--- src/rtl/watch_pkg.sv ---
// Package: register map, field layout, reset values and timing constants
package watch_pkg;
	// Register offsets (byte addresses on the register port)
	localparam logic [7:0] CONTROL_OFFSET = 8'ha3;
	localparam logic [7:0] SECOND_OFFSET = 8'ha4;
	localparam logic [7:0] IRQ_STATUS_OFFSET = 8'ha6;
	localparam logic [7:0] IRQ_MASK_OFFSET = 8'ha7;
	// Control field positions
	localparam int PIN_ENABLE_BIT = 7;
	localparam int TONE_SEL_LSB = 5;
	localparam int STABLE_BIT = 4;
	localparam int CLEAR_BIT = 3;
	localparam int IRQ_SEL_LSB = 1;
	// Second register field positions
	localparam int HALT_BIT = 7;
	localparam int TEST_BIT = 6;
	// Reset values
	localparam logic [7:0] CONTROL_RESET = 8'h00;
	localparam logic [7:0] SECOND_RESET = 8'h80;
	// Counting constants
	localparam int PRESCALER_WIDTH = 17;
	localparam logic [5:0] SECOND_LAST = 6'h3b;
	// Slow clock edges per second
	localparam logic [16:0] SECOND_MARK = 17'h08000;
	// Tone taps: prescaler bit whose period is 32768/1024 etc.
	localparam int TAP_1K = 4;
	localparam int TAP_2K = 3;
	localparam int TAP_4K = 2;
	// Interrupt status bits
	localparam int EV_WATCH = 0;
	localparam int EV_MINUTE = 1;
	localparam int EV_STABLE = 2;
	localparam int EV_COUNT = 3;

	// Tone frequency codes
	typedef enum logic [1:0] {
		TONE_OFF = 2'b00,
		TONE_1K = 2'b01,
		TONE_2K = 2'b10,
		TONE_4K = 2'b11
	} tone_type;

	// Watch interrupt source codes
	typedef enum logic [1:0] {
		WSRC_NONE = 2'b00,
		WSRC_SECOND = 2'b01,
		WSRC_MINUTE = 2'b10,
		WSRC_HOUR = 2'b11
	} wsrc_type;

	// Register port request
	typedef struct packed {
		logic [7:0] addr;
		logic [7:0] wdata;
		logic wr;
		logic rd;
	} bus_req_type;
endpackage
--- src/rtl/slow_prescaler.sv ---
// Slow clock prescaler: 17-bit counter advanced on sampled slow clock edges
`timescale 1ns/1ps
module slow_prescaler
	import watch_pkg::*;
#(
	parameter int WIDTH = PRESCALER_WIDTH
) (
	// Clock and control
	input wire logic mclk,
	input wire logic rst,
	input wire logic clkEn,
	// Count control
	input wire logic slowEdge,
	input wire logic clear,
	// Results
	output logic [WIDTH-1:0] count,
	output logic secondTick,
	output logic twoSecondTick
);
	logic [WIDTH-1:0] count_reg, count_next;

	// Next count and tick decode
	always_comb begin
		count_next = count_reg;
		secondTick = 1'b0;
		twoSecondTick = 1'b0;
		if (clear) begin
			count_next = '0;
		end else if (slowEdge) begin
			count_next = count_reg + 1'b1;
			// One second is 2^15 slow edges, two seconds 2^16
			secondTick = (count_next[WIDTH-3:0] == '0);
			twoSecondTick = (count_next[WIDTH-2:0] == '0);
		end
	end

	// Count register
	always_ff @(posedge mclk) begin
		if (rst) begin
			count_reg <= '0;
		end else if (clkEn) begin
			count_reg <= count_next;
		end
	end

	assign count = count_reg;
endmodule

--- src/rtl/watch_buzzer_second_counter.sv ---
// Watch and buzzer control with modulo-60 second counter
`timescale 1ns/1ps
// How it works
// Shared pin goes to general port when pin enable is 0, tone when 1.
// Tone select 00 holds the tone output low.
// Tone select 01/10/11 gives 1.024/2.048/4.096 kHz square waves.
// Read-only stable flag, 0 after reset, 1 when slow clock may be stable.
// Writing 1 to clear bit zeroes the prescaler and stable flag.
// Writing 0 to clear bit does nothing; it always reads 0.
// Watch irq select: none, second, minute or hour tick.
// Halt bit resets to 1 and stops the second counter; 0 runs it.
// Test bit 0 counts seconds; 1 counts every slow clock cycle.
// Software sets test bit only in fast clock modes.
// Six-bit second count wraps from 3b to 00.
// Second counter wrap gives the one-minute tick.
// Select 01 and count bit 5 falling raises an interrupt.
// Count is software writable, resets to zero, updated by hardware.
// Prescaler counts slow clock, cleared by reset, stop or clear bit.
// Stable flag set two seconds after start, cleared by reset or stop.
// Minute counter outside uses minute tick and returns the hour tick.
// Second tick is one pulse every 32768 slow clock cycles.
module watch_buzzer_second_counter
	import watch_pkg::*;
(
	// Clock, reset, enable
	input wire logic mclk,
	input wire logic rst,
	input wire logic clkEn,
	// Register port
	input wire logic [7:0] addr,
	input wire logic [7:0] wdata,
	input wire logic wr,
	input wire logic rd,
	output logic [7:0] rdata,
	// Slow clock pin and power control
	input wire logic slowClock,
	input wire logic slowClockStop,
	// Shared pin
	input wire logic portData,
	output logic tonePin,
	// Minute counter link
	input wire logic hourTick,
	output logic minuteTick,
	output logic secondTick,
	// Interrupts
	output logic watchIrq,
	output logic irq
);
	////////////////////////////////////////////////////////////////
	// Input synchronisers
	logic [2:0] slowSync_reg;
	logic [1:0] stopSync_reg;
	logic slowEdge;
	bus_req_type req;

	// Two stages, third stage for the edge detector
	always_ff @(posedge mclk) begin
		if (rst) begin
			slowSync_reg <= '0;
			stopSync_reg <= '0;
		end else if (clkEn) begin
			slowSync_reg <= {slowSync_reg[1:0], slowClock};
			stopSync_reg <= {stopSync_reg[0], slowClockStop};
		end
	end

	assign slowEdge = slowSync_reg[1] & ~slowSync_reg[2];
	assign req = '{addr: addr, wdata: wdata, wr: wr, rd: rd};

	////////////////////////////////////////////////////////////////
	// Prescaler
	logic [PRESCALER_WIDTH-1:0] presc;
	logic secTickRaw, twoSecTick, clearWrite, prescClear;

	assign clearWrite = req.wr && req.addr == CONTROL_OFFSET && req.wdata[CLEAR_BIT];
	assign prescClear = clearWrite | stopSync_reg[1];

	slow_prescaler #(
		.WIDTH(PRESCALER_WIDTH)
	) prescaler (
		.mclk(mclk),
		.rst(rst),
		.clkEn(clkEn),
		.slowEdge(slowEdge),
		.clear(prescClear),
		.count(presc),
		.secondTick(secTickRaw),
		.twoSecondTick(twoSecTick)
	);

	////////////////////////////////////////////////////////////////
	// Registers
	logic pinEnable_reg, pinEnable_next;
	tone_type tone_reg, tone_next;
	wsrc_type wsrc_reg, wsrc_next;
	logic stable_reg, stable_next;
	logic halt_reg, halt_next;
	logic test_reg, test_next;
	logic [5:0] count_reg, count_next;
	logic [3:0] status_reg, status_next;
	logic [3:0] mask_reg, mask_next;
	logic [7:0] rdata_reg, rdata_next;
	logic minTick, countStep, bit5Fall, watchEvent, stableRise;

	// Second counter step source
	always_comb begin
		countStep = 1'b0;
		if (!halt_reg) begin
			countStep = test_reg ? slowEdge : secTickRaw;
		end
	end

	assign minTick = countStep && count_reg == SECOND_LAST;
	assign bit5Fall = count_reg[5] & ~count_next[5];
	assign stableRise = twoSecTick & ~stable_reg & ~prescClear;

	// Watch interrupt source mux
	always_comb begin
		unique case (wsrc_reg)
			WSRC_NONE: watchEvent = 1'b0;
			WSRC_SECOND: watchEvent = secTickRaw | bit5Fall;
			WSRC_MINUTE: watchEvent = minTick;
			WSRC_HOUR: watchEvent = hourTick;
		endcase
	end

	// Register next values
	always_comb begin
		pinEnable_next = pinEnable_reg;
		tone_next = tone_reg;
		wsrc_next = wsrc_reg;
		halt_next = halt_reg;
		test_next = test_reg;
		count_next = count_reg;
		mask_next = mask_reg;
		status_next = status_reg;
		stable_next = stable_reg;
		// Hardware counting
		if (countStep) begin
			count_next = (count_reg == SECOND_LAST) ? 6'h00 : count_reg + 6'h01;
		end
		// Stable flag
		if (prescClear) begin
			stable_next = 1'b0;
		end else if (twoSecTick) begin
			stable_next = 1'b1;
		end
		// Software writes
		if (req.wr) begin
			unique case (req.addr)
				CONTROL_OFFSET: begin
					pinEnable_next = req.wdata[PIN_ENABLE_BIT];
					tone_next = tone_type'(req.wdata[TONE_SEL_LSB +: 2]);
					wsrc_next = wsrc_type'(req.wdata[IRQ_SEL_LSB +: 2]);
				end
				SECOND_OFFSET: begin
					halt_next = req.wdata[HALT_BIT];
					test_next = req.wdata[TEST_BIT];
					count_next = req.wdata[5:0];
				end
				IRQ_MASK_OFFSET: mask_next = req.wdata[3:0];
				IRQ_STATUS_OFFSET: status_next = status_reg & ~req.wdata[3:0];
				default: ;
			endcase
		end
		// Events set after the clear so set wins
		status_next[EV_WATCH] = status_next[EV_WATCH] | watchEvent;
		status_next[EV_MINUTE] = status_next[EV_MINUTE] | minTick;
		status_next[EV_STABLE] = status_next[EV_STABLE] | stableRise;
		status_next[EV_COUNT] = status_next[EV_COUNT] | countStep;
	end

	// Read data, one cycle after the strobe
	always_comb begin
		rdata_next = 8'h00;
		if (req.rd) begin
			unique case (req.addr)
				CONTROL_OFFSET: rdata_next = {pinEnable_reg, tone_reg, stable_reg, 1'b0, wsrc_reg,
					1'b0};
				SECOND_OFFSET: rdata_next = {halt_reg, test_reg, count_reg};
				IRQ_STATUS_OFFSET: rdata_next = {4'h0, status_reg};
				IRQ_MASK_OFFSET: rdata_next = {4'h0, mask_reg};
				default: rdata_next = 8'h00;
			endcase
		end
	end

	// Register storage
	always_ff @(posedge mclk) begin
		if (rst) begin
			pinEnable_reg <= CONTROL_RESET[PIN_ENABLE_BIT];
			tone_reg <= TONE_OFF;
			wsrc_reg <= WSRC_NONE;
			stable_reg <= CONTROL_RESET[STABLE_BIT];
			halt_reg <= SECOND_RESET[HALT_BIT];
			test_reg <= SECOND_RESET[TEST_BIT];
			count_reg <= SECOND_RESET[5:0];
			status_reg <= 4'h0;
			mask_reg <= 4'h0;
			rdata_reg <= 8'h00;
		end else if (clkEn) begin
			pinEnable_reg <= pinEnable_next;
			tone_reg <= tone_next;
			wsrc_reg <= wsrc_next;
			stable_reg <= stable_next;
			halt_reg <= halt_next;
			test_reg <= test_next;
			count_reg <= count_next;
			status_reg <= status_next;
			mask_reg <= mask_next;
			rdata_reg <= rdata_next;
		end
	end

	////////////////////////////////////////////////////////////////
	// Outputs
	logic toneWave, pin_next;
	logic tonePin_reg, minuteTick_reg, secondTick_reg, watchIrq_reg, irq_reg;

	// Tone select
	always_comb begin
		unique case (tone_reg)
			TONE_OFF: toneWave = 1'b0;
			TONE_1K: toneWave = presc[TAP_1K];
			TONE_2K: toneWave = presc[TAP_2K];
			TONE_4K: toneWave = presc[TAP_4K];
		endcase
		pin_next = pinEnable_reg ? toneWave : portData;
	end

	// Output flops
	always_ff @(posedge mclk) begin
		if (rst) begin
			tonePin_reg <= 1'b0;
			minuteTick_reg <= 1'b0;
			secondTick_reg <= 1'b0;
			watchIrq_reg <= 1'b0;
			irq_reg <= 1'b0;
		end else if (clkEn) begin
			tonePin_reg <= pin_next;
			minuteTick_reg <= minTick;
			secondTick_reg <= secTickRaw;
			watchIrq_reg <= watchEvent;
			irq_reg <= |(status_next & mask_next);
		end
	end

	assign tonePin = tonePin_reg;
	assign minuteTick = minuteTick_reg;
	assign secondTick = secondTick_reg;
	assign watchIrq = watchIrq_reg;
	assign irq = irq_reg;
	assign rdata = rdata_reg;
endmodule

--- config.mk ---
export PLATFORM = sky130hd
export DESIGN_NAME = watch_buzzer_second_counter
export DESIGN_NICKNAME = d
export VERILOG_FILES = /design/src/rtl/watch_pkg.sv /design/src/rtl/slow_prescaler.sv /design/src/rtl/watch_buzzer_second_counter.sv
export SDC_FILE = /design/constraint.sdc
export NUM_CORES = 1
export LEC_CHECK = 0
export BUFFER_PORTS_ARGS = -buffer_cell sky130_fd_sc_hd__buf_2
export CORE_ASPECT_RATIO = 1.4
export CORE_UTILIZATION = 58
export CTS_BUF_LIST = sky130_fd_sc_hd__clkbuf_16
export CTS_CLUSTER_SIZE = 24
export DETAILED_ROUTE_END_ITERATION = 10
export PLACE_DENSITY = 0.9
export SETUP_SLACK_MARGIN = 0.4
export SLEW_MARGIN = 10
export SYNTH_ARGS = -nofsm -noshare
export SYNTH_HDL_FRONTEND = slang
export SYNTH_SLANG_ARGS = --single-unit
--- constraint.sdc ---
create_clock -name mclk -period 3.4 [get_ports mclk]
set_clock_uncertainty 0.05 [all_clocks]
set_input_delay 0.68 -clock mclk [delete_from_list [all_inputs] [get_ports mclk]]
set_output_delay 0.68 -clock mclk [all_outputs]
set_load 0.005 [all_outputs]
# Word-level counts from Yosys, hierarchy flattened
# Index checks and enable logic that the tools add are counted.
[word_totals]
ff_bits = 57
in_bits = 25
output_inout_bits = 13
elab_cells = 85
[classes]
addsub = 2
eq_ne = 11
n_mux = 23
bitwise_logic = 17
n_reduce_logical = 14
[ops]
columns = ["op", "count"]
rows = [
  ["two-way mux 17 bit", 2],
  ["equality test 8 bit, second input constant", 4],
  ["one-hot mux 8 bit (4 select lines)", 1],
  ["two-way mux 6 bit", 4],
  ["adder 17 x 1 -> 17 bit, second input constant", 1],
  ["zero test 16 bit", 1],
  ["two-way mux 4 bit", 4],
  ["zero test 15 bit", 1],
  ["two-way mux 1 bit", 9],
  ["AND 4 bit", 2],
  ["equality test 2 bit, second input constant", 4],
  ["two-way mux 8 bit", 1],
  ["one-hot mux 1 bit (4 select lines)", 2],
  ["adder 6 x 1 -> 6 bit, second input constant", 1],
  ["equality test 6 bit, second input constant", 1],
  ["OR 1 bit", 6],
  ["AND reduction 3 bit", 2],
  ["AND 1 bit", 4],
  ["equality test 2 x 1 -> 1 bit, second input constant", 2],
  ["zero test 2 bit", 2],
  ["inverter 1 bit", 4],
  ["inverter 4 bit", 1],
  ["AND reduction 2 bit", 2],
  ["nonzero test 2 bit", 2],
  ["2 further kinds", 4],
]

# Longest topological paths before layout
# Gate-level depths: netlist of run 1.
[logic_depth]
depth_word = 17
mapped_depth = 10

# Cells and area by module
# From an unflattened synthesis of run 1, not the netlist that was laid out.
[unflattened]
hier_cells = 385
hier_area_um2 = 3188.1
[by_module_without_submodules]
columns = ["module", "instances", "cells_each", "area_per_inst_um2", "seq_area_each_um2"]
rows = [
  ["watch_buzzer_second_counter", 1, 245, 2108.3, 800.8],
  ["slow_prescaler", 1, 140, 1079.8, 340.3],
]

# Worst setup path after synthesis of run 1
# OpenSTA, ideal clock, no wires.
[synth_timing]
kind = "input -> register"
startpoint = "input addr[1]"
endpoint = "register prescaler.count_reg[12], in the netlist prescaler.count[12]"
arrival_time_ns = 2.359
t_required_ns = 3.218
setup_slack_ns = 0.859
cell_stages = 9
path_buffers = 2
path_cell_list = "buf_2 nand2_1 nor4_2 a31oi_1 nand3_1 clkbuf_1 nor2_1 o21ai_0 a21oi_1"
[synth_between]
elab_chain_len = 6
[synth_lines]
columns = ["item", "line", "source"]
rows = [
  ["from (decl)", "watch_buzzer_second_counter.sv:30", "input wire logic [7:0] addr,"],
  ["equality test 8 bit (*)", "watch_buzzer_second_counter.sv:75", "assign clearWrite = req.wr && req.addr == CONTROL_OFFSET && req.wdata[CLEAR_BIT];"],
  ["logical AND 1 bit (*) (2 in a row)", "watch_buzzer_second_counter.sv:75", ""],
  ["OR 1 bit (*)", "watch_buzzer_second_counter.sv:76", "assign prescClear = clearWrite | stopSync_reg[1];"],
  ["nonzero test 2 bit (no source line)", "--", ""],
  ["AND reduction 2 bit (no source line)", "--", ""],
  ["to (signal assigned)", "slow_prescaler.sv:42", "count_reg <= count_next;"],
  ["to (decl)", "slow_prescaler.sv:20", "logic [WIDTH-1:0] count_reg, count_next;"],
]
# Every way passes the cells marked *; elsewhere a longest branch is shown, timed or not.
# A chain may end at the register's enable or synchronous reset.

# Final worst setup path of run 1
[layout_timing]
startpoint = "register prescaler.count_reg[0], in the netlist prescaler.count[0]"
endpoint = "register irq_reg, in the netlist irq"
[layout_between]
elab_chain_len = 16
[layout_lines]
columns = ["item", "line", "source"]
rows = [
  ["adder 17 x 1 -> 17 bit (*)", "slow_prescaler.sv:30", "count_next = count_reg + 1'b1;"],
  ["zero test 15 bit", "slow_prescaler.sv:32", "secondTick = (count_next[WIDTH-3:0] == '0);"],
  ["two-way mux 1 bit", "slow_prescaler.sv:29", "end else if (slowEdge) begin"],
  ["two-way mux 1 bit", "slow_prescaler.sv:27", "if (clear) begin"],
  ["two-way mux 1 bit", "watch_buzzer_second_counter.sv:109", "countStep = test_reg ? slowEdge : secTickRaw;"],
  ["two-way mux 1 bit", "watch_buzzer_second_counter.sv:108", "if (!halt_reg) begin"],
  ["two-way mux 6 bit", "watch_buzzer_second_counter.sv:139", "if (countStep) begin"],
  ["two-way mux 6 bit", "watch_buzzer_second_counter.sv:150", "unique case (req.addr)"],
  ["two-way mux 6 bit", "watch_buzzer_second_counter.sv:149", "if (req.wr) begin"],
  ["inverter 1 bit", "watch_buzzer_second_counter.sv:114", "assign bit5Fall = count_reg[5] & ~count_next[5];"],
  ["AND 1 bit", "watch_buzzer_second_counter.sv:114", ""],
  ["OR 1 bit", "watch_buzzer_second_counter.sv:121", "WSRC_SECOND: watchEvent = secTickRaw | bit5Fall;"],
  ["one-hot mux 1 bit (4 select lines)", "watch_buzzer_second_counter.sv:119", "unique case (wsrc_reg)"],
  ["OR 1 bit", "watch_buzzer_second_counter.sv:167", "status_next[EV_WATCH] = status_next[EV_WATCH] | watchEvent;"],
  ["AND 4 bit (*)", "watch_buzzer_second_counter.sv:244", "irq_reg <= |(status_next & mask_next);"],
  ["OR reduction 4 bit (*)", "watch_buzzer_second_counter.sv:244", ""],
  ["to (signal assigned)", "watch_buzzer_second_counter.sv:244", ""],
  ["to (decl)", "watch_buzzer_second_counter.sv:218", "logic tonePin_reg, minuteTick_reg, secondTick_reg, watchIrq_reg, irq_reg;"],
]
# Marked as above.

==> results of run 1 <==
per-stage QoR:
step                      setup slack [ns]  util, %
final                                0.605     68.1
after global routing                 0.449     68.1
after CTS                            0.629     68.1
after detailed placement             0.542     65.0
after global placement               0.638     65.0
after floorplan                      0.859        -
final cells by class:
type	instances	area, um^2	area share, %
clock inverter	3	38.8	1.10
sequential	56	1120	31.7
clock buffer	5	125	3.53
inverter	3	11.3	0.318
multi-input combinational	312	1920	54.3
tap	66	82.6	2.33
timing repair buffer	44	238	6.71
routing by layer:
metal,GRT usage (%),up-vias,part of all wire (%)
met2,53.9,139,52
li1,-,1515,-
met4,18.0,0,4.5
met5,0,-,0
met1,32.4,1438,39
met3,4.97,35,5.3
cells in the mapped netlist, types with 3 or more instances:
master / n / share of area (%)
a211oi_1: 3 / 0.71
a21oi_1: 38 / 6.0
a22o_1: 4 / 1.1
a22oi_1: 14 / 3.3
a31oi_1: 7 / 1.4
and2_1: 3 / 0.59
and3_1: 10 / 2.0
buf_2: 6 / 0.95
clkbuf_1: 19 / 2.3
dfxtp_1: 56 / 35
inv_1: 3 / 0.36
mux2i_1: 17 / 5.4
nand2_1: 37 / 4.4
nand2b_1: 4 / 0.79
nand3_1: 22 / 3.5
nand3b_1: 4 / 0.95
nand4_1: 6 / 1.2
nor2_1: 50 / 5.9
nor3_1: 5 / 0.79
nor4_1: 4 / 0.79
o21ai_0: 16 / 2.5
o21ai_1: 3 / 0.47
o32ai_1: 5 / 1.4
or3_1: 7 / 1.4
xnor2_1: 7 / 1.9
xor2_1: 3 / 0.83
cell usage in the layout (no fill, tap or decap), types with 5 or more instances in the layout:
| master | n |
|---|---|
| nor2_1 | 50 |
| clkbuf_16 | 5 |
| mux2i_1 | 17 |
| nor3_1 | 5 |
| nand3_1 | 22 |
| nand2_1 | 37 |
| a21oi_1 | 38 |
| a31oi_1 | 7 |
| nand4_1 | 6 |
| buf_2 | 37 |
| and3_1 | 10 |
| xnor2_1 | 7 |
| a22oi_1 | 14 |
| or3_1 | 7 |
| dfxtp_1 | 56 |
| o32ai_1 | 5 |
| buf_4 | 7 |
| o21ai_0 | 16 |
worst paths after layout:
kind / start / endpoint / slack [ns] / cells past startpoint
worst min-delay path: rdata[1] / rdata[1] / 0.42 / 2
worst min register to register: rdata[1] / rdata[1] / 0.42 / 2
worst max register to register: prescaler.count[0] / irq / 0.61 / 9
worst max-delay path: prescaler.count[0] / irq / 0.61 / 9
worst max-delay path, delay by kind of cell, from the launching register on:
| family | cells | cell delay, ns |
|---|---|---|
| and+or+nand+nor | 5 | 1.53 |
| adders and majority gates | 1 | 0.29 |
| AOI/OAI and AO/OA | 3 | 0.41 |
| DFF | 1 | 0.42 |
power by group through the flow:
stage	combinational, mW	sequential (mW)	clock, mW
floorplan	0.0420	0.677	0
global placement	0.0740	0.677	0
detailed placement	0.0751	0.677	0
CTS	0.0759	0.662	0.584
global route	0.0832	0.663	0.609
finish	0.0775	0.663	0.577
logic make-up (layout without fill, tap and decap cells):
group / after synthesis / count (layout)
and+or+nand+nor: 170 / 170
DFF: 56 / 56
muxes: 18 / 18
AOI/OAI and AO/OA: 112 / 112
adders and majority gates: 2 / 2
xor gates and xnor gates: 10 / 10
buffers and inverters: 30 / 55
==> impl_metrics.csv, run 1 <==
group,metric,value,unit
floorplan,coreArea,5200,um^2
final_layout,diodes,0,
clock_tree,clock_latency,0.29,ns
floorplan,io_pins,38,
critical_path,crit_slowest_cell,"or4b_1",
clock_tree,clk_path_buf_depth,2,
timing,rsz0062_at_grt,"no",
timing,drv_slew,0,
synth,synth.mux.area_fraction,5.72,%
synth,synth_top_flop_cell,"dfxtp_1",
clock_tree,cts-root-buf,"clkbuf_16",
clock_tree,cts_sinks,56,
detailed_routing,drt_first_pass_iters,6,
final_layout,nFillCells,422,
timing,setup_tns,0,ns
global_routing,grt_antenna_before_repair,0,
clock_tree,cts_setup_buffers,0,
detailed_routing,drt_iter0_markers,268,
critical_path,cp_max_fo,7,
synth,syn_avg_cell_area,7.96,um^2
hold_path,hold_path.class,"reg -> reg",
place,placed_area,3380,um^2
run_status,status,"completed",
timing,slew_headroom,30.4,%
floorplan,rows,31,
critical_path,start_kind,"register",
synth,async_flop_share,0,%
clock_tree,clkTransAtPathRegs,0.07,ns
power,clockPowerShare,43.8,%
synth,synth-seq-cells,56,
detailed_routing,wl,8.33,mm
global_routing,track_usage,29.8,%
synth,synth_fa_ha_area_share,0.790,%
global_routing,grt-ovfl-total,0,
power,finalPower,1.32,mW
floorplan,start_util,61.0,%
timing,finalSetupViolations,0,
detailed_routing,wl_per_cell,17.0,um
clock_tree,numCtsBuffers,5,
detailed_routing,drc,0,
power,vdd_drop_max,0.266,mV
synth,ys_seq_area_share,35.4,%
detailed_routing,detail-route-antenna-nets,0,
critical_path,path_cells,"ha_1 > nand3_2 > nor4_1 > a21oi_1 > nor3_1 > nand4_1 > or4b_1 > a21o_1 > o2111ai_1",
timing,period_share,82.2,%
synth,syn_nets,425,
power,p_sw,287,uW
critical_path,cp.arrival,2.96,ns
final_layout,fin_area,3540,um^2
synth,synth_xor_area_share,2.76,%
clock_tree,cts_max_level,2,
run,cap_violations,0,
power,switching_share,21.8,%
floorplan,fp.dieArea,5770,um^2
global_routing,grt_start_max_net_pins,60,
global_routing,grt_pass1_wl,13.3,mm
clock_tree,cts_tree,"built",
synth,synth_top_family_by_area,"simple AND/OR/NAND/NOR gates",
synth,synth_edf_count,0,
synth,synth_compound_area_share,23.4,%
power,internal_power,1.03,mW
power,power_frac_seq,50.3,%
global_routing,grt_pass1_vias,2854,
critical_path,critPathCaptureType,"register",
place,place_congestion,0.862,
critical_path,crit_path_max_incr_delay,0.54,ns
power,leakage,1.33,nW
power,power_frac_comb,5.9,%
synth,syn_area,3170,um^2
place,port-buffer-count,37,
timing,holdWs,0.418,ns
place,dp_hpwl,5.82,mm
final_layout,nets,449,
timing,max_freq,358,MHz
synth,yosys.area_share.simple,28.1,%
timing,hold_viol,0,
synth,syn_inst,398,
power,powerDensity,372,nW/um^2
clock_tree,ctsHoldBuffers,0,
final_layout,largest_reg_flops,16,
clock_tree,post_cts_resized,0,
timing,min_period,2.79,ns
final_layout,area_growth_syn_to_layout,11.7,%
place,place_inst,481,
final_layout,drive_above_1_share,15.4,%
floorplan,die_h,89.5,um
synth,ys_types,61,
synth,synth_warnings,0,
final_layout,stdcell_count,489,
floorplan,fp.dieW,64.5,um
critical_path,cp.required,3.56,ns
detailed_routing,num_vias,3127,
timing,worst-slew-pin-transition,1.04,ns
detailed_routing,vias_per_cell,6.39,
critical_path,crit_type,"reg -> reg",
Power figures use the tool's default switching activity.
==> run 2: changes to the inputs <==
clock period = 2.67 ns   (was 3.4 ns; I/O delays follow)
==> run 2 against run 1 <==
Effect of this change: critical endpoint is now count_reg[5]; register-to-register slack got worse by 0.51 ns; critical path depth increased by 1; maximum frequency increased by 8.4%; sequential cell count unchanged; highest routed layer unchanged; routed wire length increased by 22%.
==> impl_metrics.csv, run 2 (synthesized netlist as in run 1, its figures left out) <==
group,metric,value,unit
global_routing,grt_antenna_before_repair,0,
global_routing,track_usage,35.9,%
final_layout,nets,469,
floorplan,fp.dieArea,5770,um^2
timing,max_freq,388,MHz
hold_path,hold_depth,2,
run_status,status,"completed",
final_layout,drive_above_1_share,27.5,%
floorplan,start_util,61.0,%
final_layout,final_cell_mix,"nor2_1, dfxtp_1, buf_2",
clock_tree,clock_latency,0.30,ns
critical_path,start_kind,"register",
clock_tree,cts-root-buf,"clkbuf_16",
timing,setup_tns,0,ns
detailed_routing,drt_first_pass_iters,5,
final_layout,area_growth_syn_to_layout,24.8,%
detailed_routing,wl_met2,5.20,mm
hold_path,hold_path.class,"reg -> reg",
critical_path,reg2regPathDepth,10,
detailed_routing,num_vias,3479,
global_routing,grt-ovfl-total,0,
detailed_routing,drt_iter0_markers,516,
timing,drv_slew,0,
global_routing,grt_pass1_wl,15.9,mm
clock_tree,cts_sinks,56,
timing,worst-slew-pin-transition,0.647,ns
global_routing,grt_start_max_net_pins,37,
power,powerDensity,405,nW/um^2
clock_tree,ctsHoldBuffers,0,
final_layout,fin_util,76.1,%
global_routing,grt_pass1_vias,3219,
critical_path,cp.arrival,2.72,ns
floorplan,rows,31,
clock_tree,clkTransAtPathRegs,0.07,ns
timing,rsz0062_at_grt,"yes",
detailed_routing,dr_wl_met3,720,um
timing,min_period,2.58,ns
clock_tree,cts_tree,"built",
clock_tree,clk_path_buf_depth,2,
floorplan,fp.dieW,64.5,um
floorplan,io_pins,38,
critical_path,critPathCaptureType,"register",
timing,slew_headroom,56.8,%
critical_path,crit_type,"reg -> reg",
detailed_routing,top_layer_used,"met4",
place,place_congestion,0.894,
detailed_routing,detail-route-antenna-nets,0,
final_layout,fin_area,3950,um^2
power,vdd_drop_max,0.452,mV
timing,hold_viol,0,
detailed_routing,wl,10.1,mm
clock_tree,numCtsBuffers,5,
place,placed_area,3470,um^2
final_layout,diodes,0,
run,cap_violations,0,
final_layout,final_common_cell,"nor2_1",
detailed_routing,vias_per_cell,6.83,
detailed_routing,drc,0,
timing,period_share,96.5,%
floorplan,die_h,89.5,um
place,port-buffer-count,37,
detailed_routing,wl_met1,3.53,mm
final_layout,largest_reg_flops,16,
critical_path,cp.required,2.81,ns
power,leakage,1.47,nW
clock_tree,cts_max_level,2,
timing,finalSetupViolations,0,
critical_path,cp_max_fo,7,
final_layout,nFillCells,351,
detailed_routing,wl_per_cell,19.9,um
place,dp_hpwl,6.31,mm
floorplan,coreArea,5200,um^2
## run 2: layer usage
| layer | global-route usage, % | up-vias |
|---|---|---|
| met5 | 0 | - |
| met2 | 63.8 | 231 |
| met1 | 39.2 | 1617 |
| li1 | - | 1554 |
| met3 | 6.89 | 77 |
| met4 | 22.0 | 0 |
## run 2: report_power, final
part,leakage [nW],switching [mW],total [mW],internal (mW)
Clock,0.0712,0.312,0.658,0.347
Combinational,0.939,0.0715,0.108,0.0365
Sequential,0.462,0.00419,0.835,0.831
## run 2: cell type report
| class | instances | area, um^2 | share of cell area, % |
|---|---|---|---|
| multi-input cells | 313 | 2170 | 54.9 |
| flip-flops and latches | 56 | 1160 | 29.4 |
| repair buffers | 63 | 384 | 9.72 |
| clock buffers | 5 | 125 | 3.16 |
| well taps | 66 | 82.6 | 2.09 |
| clock inverters | 3 | 20.0 | 0.506 |
| inverters | 3 | 11.3 | 0.285 |
## run 2: per-stage QoR
stage | hold slack [ns] | total power [mW] | setup slack [ns] | cells
after global routing | 0.440 | 1.65 | 0.00845 | 509
after detailed placement | 0.406 | 0.965 | 0.0475 | 488
after CTS | 0.417 | 1.60 | 0.260 | 507
after floorplan | 0.395 | 0.916 | 0.411 | 398
final | 0.417 | 1.60 | 0.0923 | 509
after global placement | 0.402 | 0.963 | 0.194 | 488
## run 2: worst paths after layout
kind | start | end | slack [ns]
worst max-delay path | prescaler.count[0] | count_reg[5] | 0.09
worst min-delay path | rdata[1] | rdata[1] | 0.42
worst max register to register | prescaler.count[0] | count_reg[5] | 0.09
worst min register to register | rdata[1] | rdata[1] | 0.42
## run 2: critical path, cell delays in order, from the launching register on
cell and delay, ns:
dfxtp_4 0.38, ha_4 0.18, and3_1 0.22, xnor2_1 0.25
a41oi_2 0.24, nor2_2 0.29, nand4_4 0.19, buf_6 0.17
a21boi_4 0.14, a31oi_1 0.10, o32ai_1 0.26
## run 2: timing repair
item / 4_1_cts / 5_1_grt
pin swaps: 12 / 8
gates cloned: 1 / 0
setup endpoints to repair: 12 / 15
resized for setup: 27 / 29
buffers inserted: 10 / 2
==> run 3: changes to the inputs <==
CORE_UTILIZATION = 31   (was 58)
PLACE_DENSITY = 0.58   (was 0.9)
SETUP_SLACK_MARGIN = 0.1   (was 0.4)
clock period = 2.7 ns   (was 2.67 ns; I/O delays follow)
==> run 3 against run 2 <==
Effect of this change: via count fell by 11%; setup slack improved by 0.15 ns; sequential share of layout area rose by 0.87 points; register-to-register slack improved by 0.15 ns; critical endpoint is now count_reg[1]; largest cell class unchanged; highest routed layer unchanged.
==> impl_metrics.csv, run 3 (synthesized netlist as in run 1, its figures left out) <==
group,metric,value,unit
run_status,status,"completed",
floorplan,die_h,122,um
global_routing,grt_start_max_net_pins,37,
detailed_routing,vias_per_cell,5.46,
floorplan,coreArea,9900,um^2
place,port-buffer-count,37,
critical_path,crit_type,"reg -> reg",
critical_path,reg2regPathDepth,9,
floorplan,start_util,32.0,%
hold_path,hold_depth,2,
final_layout,largest_reg_flops,16,
final_layout,diodes,0,
global_routing,grt-ovfl-total,0,
clock_tree,cts_max_level,2,
power,vdd_drop_max,0.214,mV
clock_tree,clkTransAtPathRegs,0.07,ns
final_layout,final_common_cell,"nor2_1",
timing,hold_viol,0,
critical_path,r2r_end,"count_reg[1]",
critical_path,start_kind,"register",
critical_path,cp_max_fo,7,
critical_path,cp.required,2.81,ns
clock_tree,cts_sinks,56,
critical_path,worst-r2r-setup-slack,0.24,ns
timing,setup_tns,0,ns
clock_tree,cts_tree,"built",
floorplan,rows,43,
final_layout,nFillCells,1059,
detailed_routing,wl_per_cell,15.4,um
final_layout,area_growth_syn_to_layout,18.2,%
clock_tree,cts-root-buf,"clkbuf_16",
detailed_routing,num_vias,3083,
timing,rsz0062_at_grt,"no",
timing,max_freq,407,MHz
global_routing,grt_pass1_vias,2873,
place,dp_hpwl,6.42,mm
critical_path,cp.arrival,2.57,ns
timing,min_period,2.46,ns
hold_path,hold_path_end,"tonePin",
timing,worst-slew-pin-transition,0.671,ns
timing,postLayoutSetupSlackWorst,0.245,ns
critical_path,critPathCaptureType,"register",
timing,drv_slew,0,
final_layout,drive_above_1_share,20.0,%
floorplan,fp.dieArea,10600,um^2
place,dpl_worst_slack,0.0255,ns
global_routing,track_usage,16.8,%
detailed_routing,detail-route-antenna-nets,0,
run,cap_violations,0,
timing,slew_headroom,55.3,%
clock_tree,ctsHoldBuffers,0,
place,place_congestion,0.903,
clock_tree,numCtsBuffers,5,
final_layout,final_cell_mix,"nor2_1, dfxtp_1, a21oi_1",
power,leakage,1.38,nW
critical_path,r2r_start,"prescaler.count[0]",
hold_path,hp-start,"tonePin",
timing,period_share,90.9,%
hold_path,hold_path.class,"reg -> reg",
clock_tree,clock_latency,0.29,ns
final_layout,nets,459,
clock_tree,clk_path_buf_depth,2,
detailed_routing,drt_first_pass_iters,5,
global_routing,grt_antenna_before_repair,0,
detailed_routing,drt_iter0_markers,144,
detailed_routing,drc,0,
floorplan,fp.dieW,87.5,um
power,finalPower,1.54,mW
detailed_routing,wl,8.69,mm
floorplan,io_pins,38,
timing,finalSetupViolations,0,
global_routing,grt_pass1_wl,14.3,mm
power,powerDensity,413,nW/um^2
run 3: changes by cell type in the layout (fill, tap and decap cells not counted), sizes merged:
cell,before,now
buf,63,54
clkinv,1,0
clkinvlp,1,0
inv,4,3
nand4,9,8
run 3: power breakdown:
group	internal (mW)	switching (mW)
Sequential	0.830	0.00355
Clock	0.329	0.280
Combinational	0.0364	0.0664
run 3: critical path, stage by stage, from the launching register on:
cell       delay (ns)
dfxtp_2          0.40
ha_4             0.19
nand3_4          0.11
o21ai_1          0.14
or3b_1           0.39
nor3_2           0.18
nand4_4          0.16
buf_12           0.18
a2111oi_0        0.42
nor4_1           0.10
run 3: repair_timing:
item	CTS	global route
setup endpoints to repair	7	9
buffers inserted	0	2
hold endpoints to repair	0	0
pin swaps	1	2
gates resized for setup	4	13
run 3: per-stage QoR:
stage / instance area [um^2] / instances / utilization (%) / hold slack [ns]
CTS: 3660 / 563 / 37.0 / 0.419
detailed placement: 3520 / 558 / 35.6 / 0.407
floorplan: 3170 / 398 / - / 0.395
global placement: 3520 / 558 / 35.6 / 0.402
global route: 3740 / 565 / 37.8 / 0.430
finish: 3740 / 565 / 37.8 / 0.418
run 3: cell type report:
type / count / area [um^2] / area share, %
tap: 135 / 169 / 4.51
timing repair buffer: 54 / 325 / 8.69
inverter: 3 / 11.3 / 0.301
multi-input combinational: 312 / 1980 / 52.9
sequential: 56 / 1130 / 30.2
clock buffer: 5 / 125 / 3.34
run 3: worst max-delay path by stage:
stage / startpoint / end / slack, ns / cells past startpoint
detailed placement: prescaler.count[0] / status_reg[0] / 0.03 / 9
global placement: prescaler.count[0] / irq / 0.18 / 9
CTS: prescaler.count[2] / irq / 0.11 / 8
floorplan: addr[1] / prescaler.count[12] / 0.30 / 9
finish: prescaler.count[0] / count_reg[1] / 0.24 / 9
global route: prescaler.count[0] / irq / 0.12 / 9
run 3: per-layer routing:
| metal | part of all wire (%) | up-vias | track usage (%) |
|---|---|---|---|
| met5 | 0 | - | 0 |
| met4 | 1.8 | 0 | 5.02 |
| met3 | 2.1 | 11 | 2.03 |
| met2 | 53 | 58 | 29.8 |
| met1 | 43 | 1488 | 21.1 |
| li1 | - | 1526 | - |
